## src/pph_pkg.sv

```systemverilog
package pph_pkg;
    // register byte offsets
    localparam logic [7:0] OFS_DATA = 8'h00;
    localparam logic [7:0] OFS_STATUS = 8'h04;
    localparam logic [7:0] OFS_CONTROL = 8'h08;
    // control register fields
    localparam int CTL_STROBE_N = 0;
    localparam int CTL_AUTO_LF_N = 1;
    localparam int CTL_INIT = 2;
    localparam int CTL_CHOOSE_N = 3;
    localparam int CTL_DIR_OUT = 4;
    localparam int CTL_PIN_LSB = 8;
    // status register fields
    localparam int STS_FAULT_N = 0;
    localparam int STS_ONLINE = 1;
    localparam int STS_BUSY = 2;
    localparam int STS_PAPER_OUT = 3;
    localparam int STS_ACK_N = 4;
    localparam int STS_IRQ_PEND = 5;
    localparam int STS_STRAP = 6;
    // reset values
    localparam logic [3:0] RST_CTL_LINES = 4'hB;
    localparam logic RST_DIR_OUT = 1'b1;
    localparam logic [7:0] RST_DATA = 8'h00;
    // synchroniser width and idle value (inputs have pull-ups)
    localparam int SYNC_W = 19;
    localparam logic [18:0] RST_SYNC = 19'h7FFFF;
endpackage

```

## src/pph_port.sv

```systemverilog
// Local design decisions: register access over APB and the register offsets.
`timescale 1ns/100ps
module pph_port (
    // clock and reset
    input wire logic clock,
    input wire logic rst_n,
    // apb slave
    input wire logic psel,
    input wire logic penable,
    input wire logic pwrite,
    input wire logic [7:0] paddr,
    input wire logic [31:0] pwdata,
    output logic [31:0] prdata,
    output logic pready,
    output logic pslverr,
    // host port select pin
    input wire logic printer_port_select_n,
    // printer data lines
    input wire logic [7:0] printer_data_in,
    output logic [7:0] printer_data_out,
    output logic printer_data_oe,
    // open-drain control lines
    input wire logic strobe_in,
    output logic strobe_out,
    output logic strobe_oe,
    input wire logic auto_line_feed_n_in,
    output logic auto_line_feed_n_out,
    output logic auto_line_feed_n_oe,
    input wire logic init_in,
    output logic init_out,
    output logic init_oe,
    input wire logic printer_choose_n_in,
    output logic printer_choose_n_out,
    output logic printer_choose_n_oe,
    // printer status inputs
    input wire logic fault_n,
    input wire logic printer_online,
    input wire logic busy,
    input wire logic paper_out,
    input wire logic ack_n,
    // interrupt
    input wire logic irq_latch_strap,
    output logic printer_irq_n
);
    logic [pph_pkg::SYNC_W-1:0] sync_a;
    logic [pph_pkg::SYNC_W-1:0] sync_b;
    logic [pph_pkg::SYNC_W-1:0] raw_in;
    logic [7:0] data_s;
    logic [3:0] ctl_pin_s;
    logic fault_s;
    logic online_s;
    logic busy_s;
    logic paper_s;
    logic ack_s;
    logic strap_s;
    logic sel_s;
    logic ack_prev;
    logic ack_fall;
    logic irq_pend;
    logic [3:0] ctl_lines;
    logic access;
    logic done;
    logic hit_data;
    logic hit_status;
    logic hit_control;
    logic mapped;
    logic [31:0] next_rdata;
    logic [6:0] status_word;

    assign raw_in = {printer_port_select_n, irq_latch_strap, ack_n, paper_out, busy,
                     printer_online, fault_n, printer_choose_n_in, init_in,
                     auto_line_feed_n_in, strobe_in, printer_data_in};

    // two-stage synchroniser on every pin input; stage one feeds only stage two
    // no reset here: pins flush through while reset is held, so the first
    // access after release already sees settled levels, select pin included
    always_ff @(posedge clock)
    begin
        sync_a <= raw_in;
        sync_b <= sync_a;
    end

    assign data_s = sync_b[7:0];
    assign ctl_pin_s = sync_b[11:8];
    assign fault_s = sync_b[12];
    assign online_s = sync_b[13];
    assign busy_s = sync_b[14];
    assign paper_s = sync_b[15];
    assign ack_s = sync_b[16];
    assign strap_s = sync_b[17];
    assign sel_s = ~sync_b[18];

    // bus decode; transfers refused while the port select pin is high
    assign access = psel && penable;
    assign done = access && pready;
    assign hit_data = paddr == pph_pkg::OFS_DATA;
    assign hit_status = paddr == pph_pkg::OFS_STATUS;
    assign hit_control = paddr == pph_pkg::OFS_CONTROL;
    assign mapped = (hit_data || hit_status || hit_control) && sel_s;

    // status inputs double as general purpose inputs
    assign status_word = {strap_s, irq_pend, ack_s, paper_s, busy_s, online_s,
                          fault_s};

    // read mux; data reads the latch while driving and the pins in input mode
    always_comb
    begin
        next_rdata = 32'h0000_0000;
        if (mapped && !pwrite)
        begin
            if (hit_data)
                next_rdata[7:0] = printer_data_oe ? printer_data_out : data_s;
            else if (hit_status)
                next_rdata[6:0] = status_word;
            else
            begin
                next_rdata[3:0] = ctl_lines;
                next_rdata[pph_pkg::CTL_DIR_OUT] = printer_data_oe;
                next_rdata[pph_pkg::CTL_PIN_LSB +: 4] = ctl_pin_s;
            end
        end
    end

    // one wait state: pready rises the cycle after the access phase opens
    always_ff @(posedge clock)
    begin
        if (!rst_n)
        begin
            pready <= 1'b0;
            pslverr <= 1'b0;
            prdata <= 32'h0000_0000;
        end
        else if (access && !pready)
        begin
            pready <= 1'b1;
            pslverr <= !mapped;
            prdata <= next_rdata;
        end
        else
        begin
            pready <= 1'b0;
            pslverr <= 1'b0;
            prdata <= 32'h0000_0000;
        end
    end

    // data latch and direction; the byte stays on the lines until rewritten
    always_ff @(posedge clock)
    begin
        if (!rst_n)
        begin
            printer_data_out <= pph_pkg::RST_DATA;
            printer_data_oe <= pph_pkg::RST_DIR_OUT;
        end
        else if (done && mapped && pwrite)
        begin
            if (hit_data)
                printer_data_out <= pwdata[7:0];
            if (hit_control)
                printer_data_oe <= pwdata[pph_pkg::CTL_DIR_OUT];
        end
    end

    // control line levels written by software; strobe timing is software's
    always_ff @(posedge clock)
    begin
        if (!rst_n)
            ctl_lines <= pph_pkg::RST_CTL_LINES;
        else if (done && mapped && pwrite && hit_control)
            ctl_lines <= pwdata[3:0];
    end

    // open drain: pull low when the bit is zero, release otherwise
    always_ff @(posedge clock)
    begin
        if (!rst_n)
        begin
            strobe_out <= 1'b0;
            auto_line_feed_n_out <= 1'b0;
            init_out <= 1'b0;
            printer_choose_n_out <= 1'b0;
            strobe_oe <= !pph_pkg::RST_CTL_LINES[pph_pkg::CTL_STROBE_N];
            auto_line_feed_n_oe <= !pph_pkg::RST_CTL_LINES[pph_pkg::CTL_AUTO_LF_N];
            init_oe <= !pph_pkg::RST_CTL_LINES[pph_pkg::CTL_INIT]; // init pin low in reset
            printer_choose_n_oe <= !pph_pkg::RST_CTL_LINES[pph_pkg::CTL_CHOOSE_N];
        end
        else
        begin
            strobe_out <= 1'b0;
            auto_line_feed_n_out <= 1'b0;
            init_out <= 1'b0;
            printer_choose_n_out <= 1'b0;
            strobe_oe <= !ctl_lines[pph_pkg::CTL_STROBE_N];
            auto_line_feed_n_oe <= !ctl_lines[pph_pkg::CTL_AUTO_LF_N];
            init_oe <= !ctl_lines[pph_pkg::CTL_INIT];
            printer_choose_n_oe <= !ctl_lines[pph_pkg::CTL_CHOOSE_N];
        end
    end

    // acknowledge edge detect works on the synchronised level only
    always_ff @(posedge clock)
    begin
        if (!rst_n)
            ack_prev <= 1'b1;
        else
            ack_prev <= ack_s;
    end

    assign ack_fall = ack_prev && !ack_s;

    // latched request; a new acknowledge beats a clearing status read
    always_ff @(posedge clock)
    begin
        if (!rst_n)
            irq_pend <= 1'b0;
        else if (!strap_s)
            irq_pend <= 1'b0;
        else if (ack_fall)
            irq_pend <= 1'b1;
        else if (done && mapped && !pwrite && hit_status)
            irq_pend <= 1'b0;
    end

    // interrupt pin: tracks acknowledge, or shows the latch
    always_ff @(posedge clock)
    begin
        if (!rst_n)
            printer_irq_n <= 1'b1;
        else if (!strap_s)
            printer_irq_n <= ack_s;
        else
            printer_irq_n <= !irq_pend;
    end

    // bus and printer line checks
    AST_IRQ_FOLLOW: assert property (@(posedge clock) disable iff (!rst_n)
        !strap_s && $stable(strap_s) |=> printer_irq_n == $past(ack_s))
        else $error("interrupt does not follow acknowledge");
    AST_IRQ_LATCH: assert property (@(posedge clock) disable iff (!rst_n)
        strap_s && ack_fall ##1 strap_s |=> !printer_irq_n)
        else $error("acknowledge edge not latched");
    AST_IRQ_CLEAR: assert property (@(posedge clock) disable iff (!rst_n)
        strap_s && done && mapped && !pwrite && hit_status && !ack_fall
        ##1 strap_s && !ack_fall |=> printer_irq_n)
        else $error("status read did not clear interrupt");
    AST_DATA_LATCH: assert property (@(posedge clock) disable iff (!rst_n)
        done && mapped && pwrite && hit_data |=> printer_data_out == $past(pwdata[7:0]))
        else $error("data byte not latched");
    AST_DATA_HOLD: assert property (@(posedge clock) disable iff (!rst_n)
        !(done && pwrite) |=> $stable(printer_data_out) && $stable(printer_data_oe))
        else $error("data lines changed without a write");
    AST_SELECT_GATE: assert property (@(posedge clock) disable iff (!rst_n)
        access && !pready && !sel_s |=> pslverr && pready)
        else $error("access accepted while port deselected");
    AST_STROBE_DRIVE: assert property (@(posedge clock) disable iff (!rst_n)
        done && mapped && pwrite && hit_control && !pwdata[0] |=> ##1 strobe_oe && !strobe_out)
        else $error("strobe not driven low");
    AST_CHOOSE_DRIVE: assert property (@(posedge clock) disable iff (!rst_n)
        done && mapped && pwrite && hit_control |=> ##1 printer_choose_n_oe == !$past(pwdata[3], 2))
        else $error("select-in level wrong");
    AST_PREADY_PULSE: assert property (@(posedge clock) disable iff (!rst_n)
        pready |=> !pready)
        else $error("pready held longer than one cycle");
    AST_INIT_DRIVE: assert property (@(posedge clock) disable iff (!rst_n)
        done && mapped && pwrite && hit_control |=> ##1 init_oe == !$past(pwdata[2], 2))
        else $error("init line level wrong");
    AST_AUTO_DRIVE: assert property (@(posedge clock) disable iff (!rst_n)
        done && mapped && pwrite && hit_control |=> ##1 auto_line_feed_n_oe == !$past(pwdata[1], 2))
        else $error("auto line feed level wrong");
    AST_DIR_WRITE: assert property (@(posedge clock) disable iff (!rst_n)
        done && mapped && pwrite && hit_control |=> printer_data_oe == $past(pwdata[4]))
        else $error("data direction not written");
    AST_ERR_WITH_READY: assert property (@(posedge clock) disable iff (!rst_n)
        pslverr |-> pready)
        else $error("error response without pready");
    AST_RDATA_IDLE: assert property (@(posedge clock) disable iff (!rst_n)
        !pready |-> prdata == 32'h0000_0000)
        else $error("read data outside the answer cycle");

    // scenarios worth seeing
    COV_WRITE_DATA: cover property (@(posedge clock) disable iff (!rst_n)
        done && mapped && pwrite && hit_data);
    COV_LATCH_CLEAR: cover property (@(posedge clock) disable iff (!rst_n)
        strap_s && irq_pend && done && !pwrite && hit_status);
    COV_FOLLOW_LOW: cover property (@(posedge clock) disable iff (!rst_n)
        !strap_s && !printer_irq_n);
    COV_REFUSED: cover property (@(posedge clock) disable iff (!rst_n) pslverr);
    COV_STROBE_LOW: cover property (@(posedge clock) disable iff (!rst_n)
        strobe_oe && sel_s);
endmodule

```

## config.mk

```make
export PLATFORM = sky130hd
export DESIGN_NAME = pph_port
export DESIGN_NICKNAME = d
export VERILOG_FILES = /design/src/pph_pkg.sv /design/src/pph_port.sv
export SDC_FILE = /design/constraint.sdc
export NUM_CORES = 1
export LEC_CHECK = 0
export ABC_AREA = 1
export BUFFER_PORTS_ARGS = -buffer_cell sky130_fd_sc_hd__buf_2
export CORE_MARGIN = 2
export CORE_UTILIZATION = 51
export CTS_BUF_LIST = sky130_fd_sc_hd__clkbuf_8
export CTS_CLUSTER_DIAMETER = 60
export DETAILED_ROUTE_END_ITERATION = 10
export MAX_ROUTING_LAYER = met4
export PLACE_DENSITY = 0.88
export SYNTH_ARGS = -nofsm -noshare
export SYNTH_HDL_FRONTEND = slang
export SYNTH_SLANG_ARGS = --single-unit
```

## constraint.sdc

```tcl
create_clock -name clock -period 2.6 [get_ports clock]
set_input_delay 0.26 -clock clock [delete_from_list [all_inputs] [get_ports clock]]
set_output_delay 0.26 -clock clock [all_outputs]
set_load 0.05 [all_outputs]
```

==> results.py, run 1 <==
metrics = {
    "global_routing": {
        "grt.overflow.total": 0,
        "grtUsageMet3_pct": 6.077,
        "grt.met2_usage_pct": 27.13,
        "grt_util_met1_pct": 20.23,
        "grt_pass1_wl_mm": 6.768,
        "track_usage_pct": 17.88,
        "grt-busiest-layer": "met2",
        "grt_max_degree": 18,
        "antenna_found_initial": 0,
        "grt_pass1_vias": 1553,
    },
    "clocking": {
        "cts_tree": "done",
        "cts_max_path_buffers": 2,
        "clkTransAtPathRegs_ns": 0.08,
        "cts_hold_buf": 1,
        "cts_setup_buffers": 0,
        "h-tree-depth": 3,
        "clock_latency_ns": 0.34,
        "ctsResizeCount": 0,
        "cts-root-buf": "clkbuf_8",
        "numCtsBuffers": 9,
        "cts.sinks": 72,
    },
    "synthesis": {
        "synthAdderAreaFrac_pct": 0,
        "synthMuxAreaShare_pct": 0.4122,
        "ys_warn_count": 0,
        "synth_xor_area_share_pct": 0,
        "synth-simple-area-share_pct": 22.00,
        "synthFlopType": "dfxtp_1",
        "ys_ff_latch": 72,
        "syn_inst": 268,
        "yosysSeqAreaShare_pct": 59.35,
        "synth_edf_count": 0,
        "synth_top_family_by_area": "simple AND/OR/NAND/NOR gates",
        "synth_common_cells": "dfxtp_1, nand2_1, nor2_1",
        "synth.area.top_cells": "dfxtp_1, nand2_1, buf_4",
        "post_synth.cell_area_avg_um2": 9.062,
        "synth.most_common_cell": "dfxtp_1",
        "synthDistinctLibCells": 26,
        "synth-async-reset-ratio_pct": 0,
        "synth_area_um2": 2429,
        "synth_top_cell_by_area": "dfxtp_1",
        "netlist.area_leader.share_pct": 59.35,
        "synth_compound_area_share_pct": 4.585,
    },
    "placed_design": {
        "hpwl_mm": 3.206,
        "io_buffers": 67,
        "routabilityCongestion": 0.8014,
        "dp_cells": 384,
    },
    "timing": {
        "setup_viol": 0,
        "finalCritPeriodShare_pct": 56.22,
        "rsz0062_at_grt": "no",
        "fin_tns_setup_ns": 0,
        "fin_crit_ns": 1.462,
        "hold_viol_final": 0,
        "fin_skew_ns": 0.007727,
        "finalMaxSlewViolations": 0,
        "fmax_mhz": 684.1,
    },
    "floorplanning": {
        "die_area_um2": 5330,
        "die_x_um": 73.01,
        "core_um2": 4661,
        "pin_count": 116,
        "rows": 25,
        "dieHeight_um": 73.01,
        "initial_utilization_pct": 52.11,
    },
    "drt": {
        "first_pass_iters": 4,
        "drt_iter0_drc": 75,
        "wire_per_inst_um": 11.17,
        "routed_via_density": 4.542,
        "antenna_left": 0,
        "vias": 1844,
        "wl_mm": 4.536,
        "drc": 0,
    },
    "setup_path": {
        "cp_max_fo": 16,
        "r2r_cells": 6,
        "end_kind": "register",
        "start_kind": "register",
        "crit_arrival_ns": 1.73,
        "critPathRequiredTime_ns": 2.87,
        "crit_type": "register to register",
    },
    "final_layout": {
        "diodes": 0,
        "syn2layout_area_growth_pct": 24.57,
        "fin_nets": 411,
        "multiInputGateArea_um2": 745.7,
        "fill_cells": 388,
        "drive_gt1_share_pct": 27.27,
        "seq_area_um2": 1441,
        "instances_no_fill": 406,
    },
    "job": {
        "cap_violations": 0,
    },
    "pwr": {
        "p_per_area_nw_per_um2": 786.6,
        "ir_drop_v": 0.0006333,
        "p_leak_nw": 1.620,
    },
    "hold_path": {
        "whs_path_depth": 1,
        "min_path_type": "primary input to register",
    },
    "outcome": {
        "outcome": "complete, no violations",
    },
}
path summary, 6_finish.rpt:
check                       start             endpoint  slack, ns
setup / recovery           pready  printer_data_out[1]       1.14
hold / removal    irq_latch_strap           sync_a[17]       0.01
setup reg to reg           pready  printer_data_out[1]       1.14
hold reg to reg        sync_a[13]           sync_b[13]       0.33
layer usage:
| metal | vias to the layer above | wire length, µm |
|---|---|---|
| met3 | 11 | 321 |
| met1 | 818 | 1918 |
| met2 | 79 | 2166 |
| met4 | 0 | 130 |
| li1 | 936 | - |
| met5 | - | 0 |
logic make-up after synthesis:
group | after synthesis
simple gates | 116
mux | 1
other cells | 1
flops | 72
compound gates | 18
buf+inv | 60
critical path: stages, from the launching register on:
cell and delay [ns]:
dfxtp_1 0.40, nand3_1 0.14, nor2_2 0.32, nand3_4 0.25
nand2_1 0.12, nand2_1 0.05, nor2_1 0.11
per-stage QoR:
stage | hold slack (ns) | total power, mW | cell area, µm² | setup WS, ns | util, %
finish | 0.01388 | 2.380 | 3025 | 1.138 | 64.91
global route | 0.0001321 | 2.458 | 3025 | 1.056 | 64.91
CTS | 0.001074 | 2.388 | 2975 | 1.162 | 63.84
detailed placement | 0.3121 | 1.316 | 2713 | 1.022 | 58.20
global placement | 0.3104 | 1.313 | 2713 | 1.061 | 58.20
floorplan | 0.2877 | 1.306 | 2515 | 0.9740 | -
placed cells by master, fill, tap and decap left out, drive strengths merged, types with 6 or more instances in the layout:
cell type	count
buf	67
clkbuf	10
conb	24
dfxtp	72
dlygate4sd3	6
inv	31
nand2	56
nand3	16
nor2	36
o21ai	11
cell type report:
| cell class | instances | area share (%) |
|---|---|---|
| Inverter | 32 | 4.053 |
| Clock inverter | 6 | 3.805 |
| Multi-Input combinational cell | 159 | 24.65 |
| Tap cell | 54 | 2.233 |
| Sequential cell | 72 | 47.64 |
| Clock buffer | 10 | 4.549 |
| Timing Repair Buffer | 73 | 13.07 |
registers in the layout, indices dropped and copies added, names as in the netlist, 4 cells and up:
name and count:
ctl_lines 4, prdata 12, printer_data_out 8, sync_a 19, sync_b 19
report_power, final:
part / switching, mW / leakage, nW / internal, mW / total, mW
sequential: 0.0110 / 0.596 / 1.14 / 1.15
combinational: 0.116 / 0.902 / 0.0344 / 0.151
clock: 0.413 / 0.123 / 0.668 / 1.08
total: 0.540 / 1.62 / 1.84 / 2.38
Note: power is estimated with default switching activity, not from simulation.
==> inputs of run 2 (changes only) <==
--- a/config.mk
+++ b/config.mk
@@ -8,12 +8,12 @@
 export ABC_AREA = 1
 export BUFFER_PORTS_ARGS = -buffer_cell sky130_fd_sc_hd__buf_2
 export CORE_MARGIN = 2
-export CORE_UTILIZATION = 51
+export CORE_UTILIZATION = 47
 export CTS_BUF_LIST = sky130_fd_sc_hd__clkbuf_8
 export CTS_CLUSTER_DIAMETER = 60
 export DETAILED_ROUTE_END_ITERATION = 10
 export MAX_ROUTING_LAYER = met4
-export PLACE_DENSITY = 0.88
+export PLACE_DENSITY = 0.82
 export SYNTH_ARGS = -nofsm -noshare
 export SYNTH_HDL_FRONTEND = slang
 export SYNTH_SLANG_ARGS = --single-unit
==> constraint.sdc (replaced) <==
create_clock -name clock -period 1.52 [get_ports clock]
set_input_delay 0.152 -clock clock [delete_from_list [all_inputs] [get_ports clock]]
set_output_delay 0.152 -clock clock [all_outputs]
set_load 0.05 [all_outputs]
==> run 2 against run 1 <==
Clock skew fell by 0.0011 ns. Sequential power rose by 70%. Non-clock buffer count rose by 17. Largest power group unchanged.
==> results.py, run 2 (synthesis gave the netlist of run 1 again) <==
metrics = {
    "timing": {
        "finalCritPeriodShare_pct": 83.67,
        "fin_skew_ns": 0.006585,
        "fmax_mhz": 786.3,
        "rsz0062_at_grt": "no",
        "hold_viol_final": 0,
        "fin_tns_setup_ns": 0,
        "setup_viol": 0,
        "finalMaxSlewViolations": 0,
        "fin_crit_ns": 1.272,
    },
    "global_routing": {
        "grt-busiest-layer": "met2",
        "grt_util_met1_pct": 21.13,
        "grt_pass1_wl_mm": 7.348,
        "track_usage_pct": 18.26,
        "grt.met2_usage_pct": 27.68,
        "grtUsageMet3_pct": 7.275,
        "grt.overflow.total": 0,
        "antenna_found_initial": 0,
        "grt_max_degree": 17,
        "grt_pass1_vias": 1693,
    },
    "floorplanning": {
        "core_um2": 5042,
        "pin_count": 116,
        "rows": 26,
        "dieHeight_um": 75.89,
        "initial_utilization_pct": 48.16,
        "die_area_um2": 5759,
        "die_x_um": 75.89,
    },
    "final_layout": {
        "top_regs": "sync_a (19), sync_b (19), prdata (12)",
        "final_cell_mix": "dfxtp_1, buf_2, nand2_1",
        "drive_gt1_share_pct": 27.37,
        "diodes": 0,
        "instances_no_fill": 439,
        "final_common_cell": "dfxtp_1",
        "fin_nets": 428,
        "syn2layout_area_growth_pct": 31.89,
    },
    "clocking": {
        "clock_latency_ns": 0.34,
        "clkTransAtPathRegs_ns": 0.08,
        "cts_tree": "done",
        "cts-root-buf": "clkbuf_8",
        "cts.sinks": 72,
        "cts_setup_buffers": 0,
        "numCtsBuffers": 9,
        "h-tree-depth": 3,
        "cts_max_path_buffers": 2,
    },
    "drt": {
        "routed_via_density": 4.203,
        "wire_per_inst_um": 10.74,
        "vias": 1845,
        "first_pass_iters": 5,
        "antenna_left": 0,
        "drc": 0,
        "wl_mm": 4.715,
        "drt_iter0_drc": 62,
    },
    "setup_path": {
        "r2r_cells": 6,
        "crit_type": "register to register",
        "critPathRequiredTime_ns": 1.79,
        "crit_start": "pready",
        "cp_max_fo": 16,
        "reg2reg_from": "pready",
        "start_kind": "register",
        "end_kind": "register",
        "crit_arrival_ns": 1.55,
    },
    "outcome": {
        "outcome": "complete, no violations",
    },
    "hold_path": {
        "min_path_type": "primary input to register",
        "hp-start": "pwdata[7]",
        "whs_path_depth": 3,
    },
    "placed_design": {
        "hpwl_mm": 3.305,
        "routabilityCongestion": 0.8241,
        "io_buffers": 67,
        "dp_cells": 404,
    },
    "pwr": {
        "p_per_area_nw_per_um2": 1260,
        "ir_drop_v": 0.0006634,
        "p_leak_nw": 1.677,
    },
    "job": {
        "cap_violations": 0,
    },
}
-- run 2: cell types whose count changed in the layout (fill, tap and decap cells not counted), sizes merged --
cell / previous run / this run
clkinvlp: 1 / 4
dlygate4sd3: 6 / 19
buf: 67 / 71
inv: 31 / 30
clkinv: 3 / 2
clkbuf: 10 / 9
-- run 2: path summary, 6_finish.rpt --
path / end / slack (ns)
worst max register to register: printer_data_out[4] / 0.25
worst min-delay path: printer_data_out[7] / 0.04
worst min register to register: sync_b[10] / 0.32
worst max-delay path: printer_data_out[4] / 0.25
-- run 2: worst max-delay path, cell delays in order, from the launching register on --
cell and delay [ns]:
dfxtp_2 0.36, nand3_1 0.15, nor2_4 0.23, nand3_4 0.21, nand2_1 0.11, nand2_1 0.05, nor2_1 0.09
-- run 2: metal layers --
layer  up-vias  wire, µm
met1       806      2065
met5         -         0
li1        970         -
met3        11       310
met2        58      2228
met4         0       110
-- run 2: power breakdown --
group	switching, mW	internal [mW]
Clock	0.698	1.09
Combinational	0.204	0.0827
Sequential	0.0173	1.95
-- run 2: what timing repair did --
| item | in CTS | in global routing |
|---|---|---|
| resized for setup | 0 | 1 |
| endpoints found under the hold margin | 19 | 0 |
| setup endpoints to repair | 0 | 1 |
| hold buffers | 19 | 0 |
-- run 2: area by class of cell --
class / instances / area, µm²
repair buffers: 90 / 555.5
well taps: 70 / 87.58
flip-flops and latches: 72 / 1443
clock buffers: 9 / 123.9
multi-input cells: 159 / 750.7
clock inverters: 7 / 120.1
fillers: 414 / 1839
inverters: 32 / 122.6
-- run 2: per-stage QoR --
step	utilization (%)	instance area, µm²	hold slack (ns)	worst slack [ns]	power, mW
final	63.52	3203	0.03863	0.2483	4.036
after detailed placement	54.81	2764	0.2556	0.06379	2.254
after floorplan	-	2516	0.1797	0.06612	2.235
after CTS	63.42	3198	0.02135	0.1506	4.065
after global routing	63.52	3203	0.04605	0.1014	4.170
after global placement	54.81	2764	0.2542	0.1164	2.249
==> inputs of run 3 (changes only) <==
--- a/config.mk
+++ b/config.mk
@@ -8,12 +8,12 @@
 export ABC_AREA = 1
 export BUFFER_PORTS_ARGS = -buffer_cell sky130_fd_sc_hd__buf_2
 export CORE_MARGIN = 2
-export CORE_UTILIZATION = 47
+export CORE_UTILIZATION = 43
 export CTS_BUF_LIST = sky130_fd_sc_hd__clkbuf_8
 export CTS_CLUSTER_DIAMETER = 60
 export DETAILED_ROUTE_END_ITERATION = 10
 export MAX_ROUTING_LAYER = met4
-export PLACE_DENSITY = 0.82
+export PLACE_DENSITY = 0.79
 export SYNTH_ARGS = -nofsm -noshare
 export SYNTH_HDL_FRONTEND = slang
 export SYNTH_SLANG_ARGS = --single-unit
==> constraint.sdc (replaced) <==
create_clock -name clock -period 1 [get_ports clock]
set_input_delay 0.1 -clock clock [delete_from_list [all_inputs] [get_ports clock]]
set_output_delay 0.1 -clock clock [all_outputs]
set_load 0.05 [all_outputs]
==> run 3 against run 2 <==
The run now ends with negative setup slack left. Power grew 43%. Critical path depth is the same. Via count grew 11%. Sequential power grew 52%. Fmax grew 6.7%. Setup slack lost 0.44 ns. Flip-flop and latch count is the same. First-iteration DRC count shrank 13%. Final area grew 15%. Sequential share of layout area shrank 5.5 points. Highest routed layer unchanged.
==> results.py, run 3 (synthesis gave the netlist of run 1 again) <==
metrics = {
    "outcome": {
        "outcome": "finished with violations",
        "violations": "negative setup slack",
    },
    "clocking": {
        "cts_tree": "done",
        "clkTransAtPathRegs_ns": 0.08,
        "clock_latency_ns": 0.35,
        "cts.sinks": 72,
        "h-tree-depth": 3,
        "numCtsBuffers": 9,
        "cts_max_path_buffers": 2,
        "cts-root-buf": "clkbuf_8",
    },
    "floorplanning": {
        "initial_utilization_pct": 44.38,
        "core_um2": 5473,
        "die_x_um": 79.15,
        "dieHeight_um": 79.15,
        "pin_count": 116,
        "die_area_um2": 6265,
        "rows": 27,
    },
    "drt": {
        "vias": 2057,
        "antenna_left": 0,
        "first_pass_iters": 4,
        "drc": 0,
        "wire_per_inst_um": 12.65,
        "wl_mm": 5.881,
        "routed_via_density": 4.424,
        "drt_iter0_drc": 54,
    },
    "hold_path": {
        "min_path_type": "primary input to register",
        "whs_path_depth": 3,
    },
    "placed_design": {
        "io_buffers": 67,
        "dp_cells": 417,
        "hpwl_mm": 3.540,
        "routabilityCongestion": 0.8411,
    },
    "setup_path": {
        "start_kind": "register",
        "cp_max_fo": 8,
        "critPathRequiredTime_ns": 1.24,
        "crit_type": "register to register",
        "crit_arrival_ns": 1.44,
        "reg2reg_slack_ns": -0.19,
        "r2r_cells": 6,
        "end_kind": "register",
    },
    "timing": {
        "fmax_mhz": 839.0,
        "hold_viol_final": 0,
        "fin_skew_ns": 0.01181,
        "postLayoutSetupSlackWorst_ns": -0.1919,
        "fin_crit_ns": 1.192,
        "setup_viol": 27,
        "finalMaxSlewViolations": 0,
        "finalCritPeriodShare_pct": 119.2,
        "rsz0062_at_grt": "yes",
    },
    "pwr": {
        "power_mw": 5.785,
        "ir_drop_v": 0.001426,
        "p_leak_nw": 1.828,
        "p_per_area_nw_per_um2": 1569,
    },
    "final_layout": {
        "final_cell_mix": "dfxtp_1, nand2_1, buf_2",
        "diodes": 0,
        "instances_no_fill": 465,
        "drive_gt1_share_pct": 38.42,
        "top_regs": "sync_a (19), sync_b (19), prdata (12)",
        "fin_nets": 452,
        "syn2layout_area_growth_pct": 51.78,
        "final_common_cell": "dfxtp_1",
        "final_util_pct": 67.35,
    },
    "global_routing": {
        "grt_pass1_vias": 1921,
        "grt_max_degree": 17,
        "track_usage_pct": 19.50,
        "grt_pass1_wl_mm": 8.866,
        "grt.overflow.total": 0,
        "antenna_found_initial": 0,
    },
    "job": {
        "cap_violations": 0,
    },
}
-- run 3: path summary, 6_finish.rpt --
kind	startpoint	endpoint
worst min-delay path	pwdata[1]	printer_data_out[1]
worst max register to register	pready	printer_data_out[3]
worst min register to register	sync_a[6]	sync_b[6]
worst max-delay path	pready	printer_data_out[3]
-- run 3: through the flow --
step                worst slack, ns  instance area (µm²)  TNS [ns]  hold slack (ns)
floorplan                   -0.2266                 2544    -3.118           0.1277
global placement            -0.3049                 2873    -6.185           0.2029
detailed placement          -0.3611                 2873    -7.040           0.2036
CTS                         -0.1081                 3488    -1.374         0.006304
global route                -0.2627                 3686    -4.328         0.009070
finish                      -0.1919                 3686    -2.564          0.03138
-- run 3: final cells by class --
class	count	area, µm²
flip-flops and latches	72	1459
multi-input cells	160	892.1
fillers	427	1787
clock buffers	9	123.9
clock inverters	7	76.32
inverters	32	138.9
repair inverters	1	8.758
repair buffers	112	897.1
well taps	72	90.09
-- run 3: power by group --
| part | total (mW) | switching (mW) | internal, mW |
|---|---|---|---|
| Clock | 2.32 | 1.14 | 1.18 |
| Sequential | 2.98 | 0.0316 | 2.95 |
| Combinational | 0.486 | 0.328 | 0.158 |
-- run 3: worst max-delay path, cell delays in order, from the launching register on --
cell and delay, ns:
dfxtp_4 0.39, nand3_4 0.09, nor2_4 0.15, buf_6 0.13, nand3_4 0.12, nor2_1 0.15
nor2_1 0.06
-- run 3: what timing repair did --
action                                 4_1_cts  5_1_grt
setup endpoints to repair                   53       41
setup buffers                                2        4
gates cloned                                 0        2
pin swaps                                    7       10
gates resized for setup                     51       46
endpoints found under the hold margin       24        0
hold buffers                                24        0
-- run 3: routing by layer --
layer / vias to the layer above / track usage (%) / wire, µm
met4: 0 / 10.00 / 153
li1: 1030 / - / -
met1: 916 / 22.14 / 2331
met5: - / - / 0
met3: 14 / 4.773 / 407
met2: 97 / 32.03 / 2989
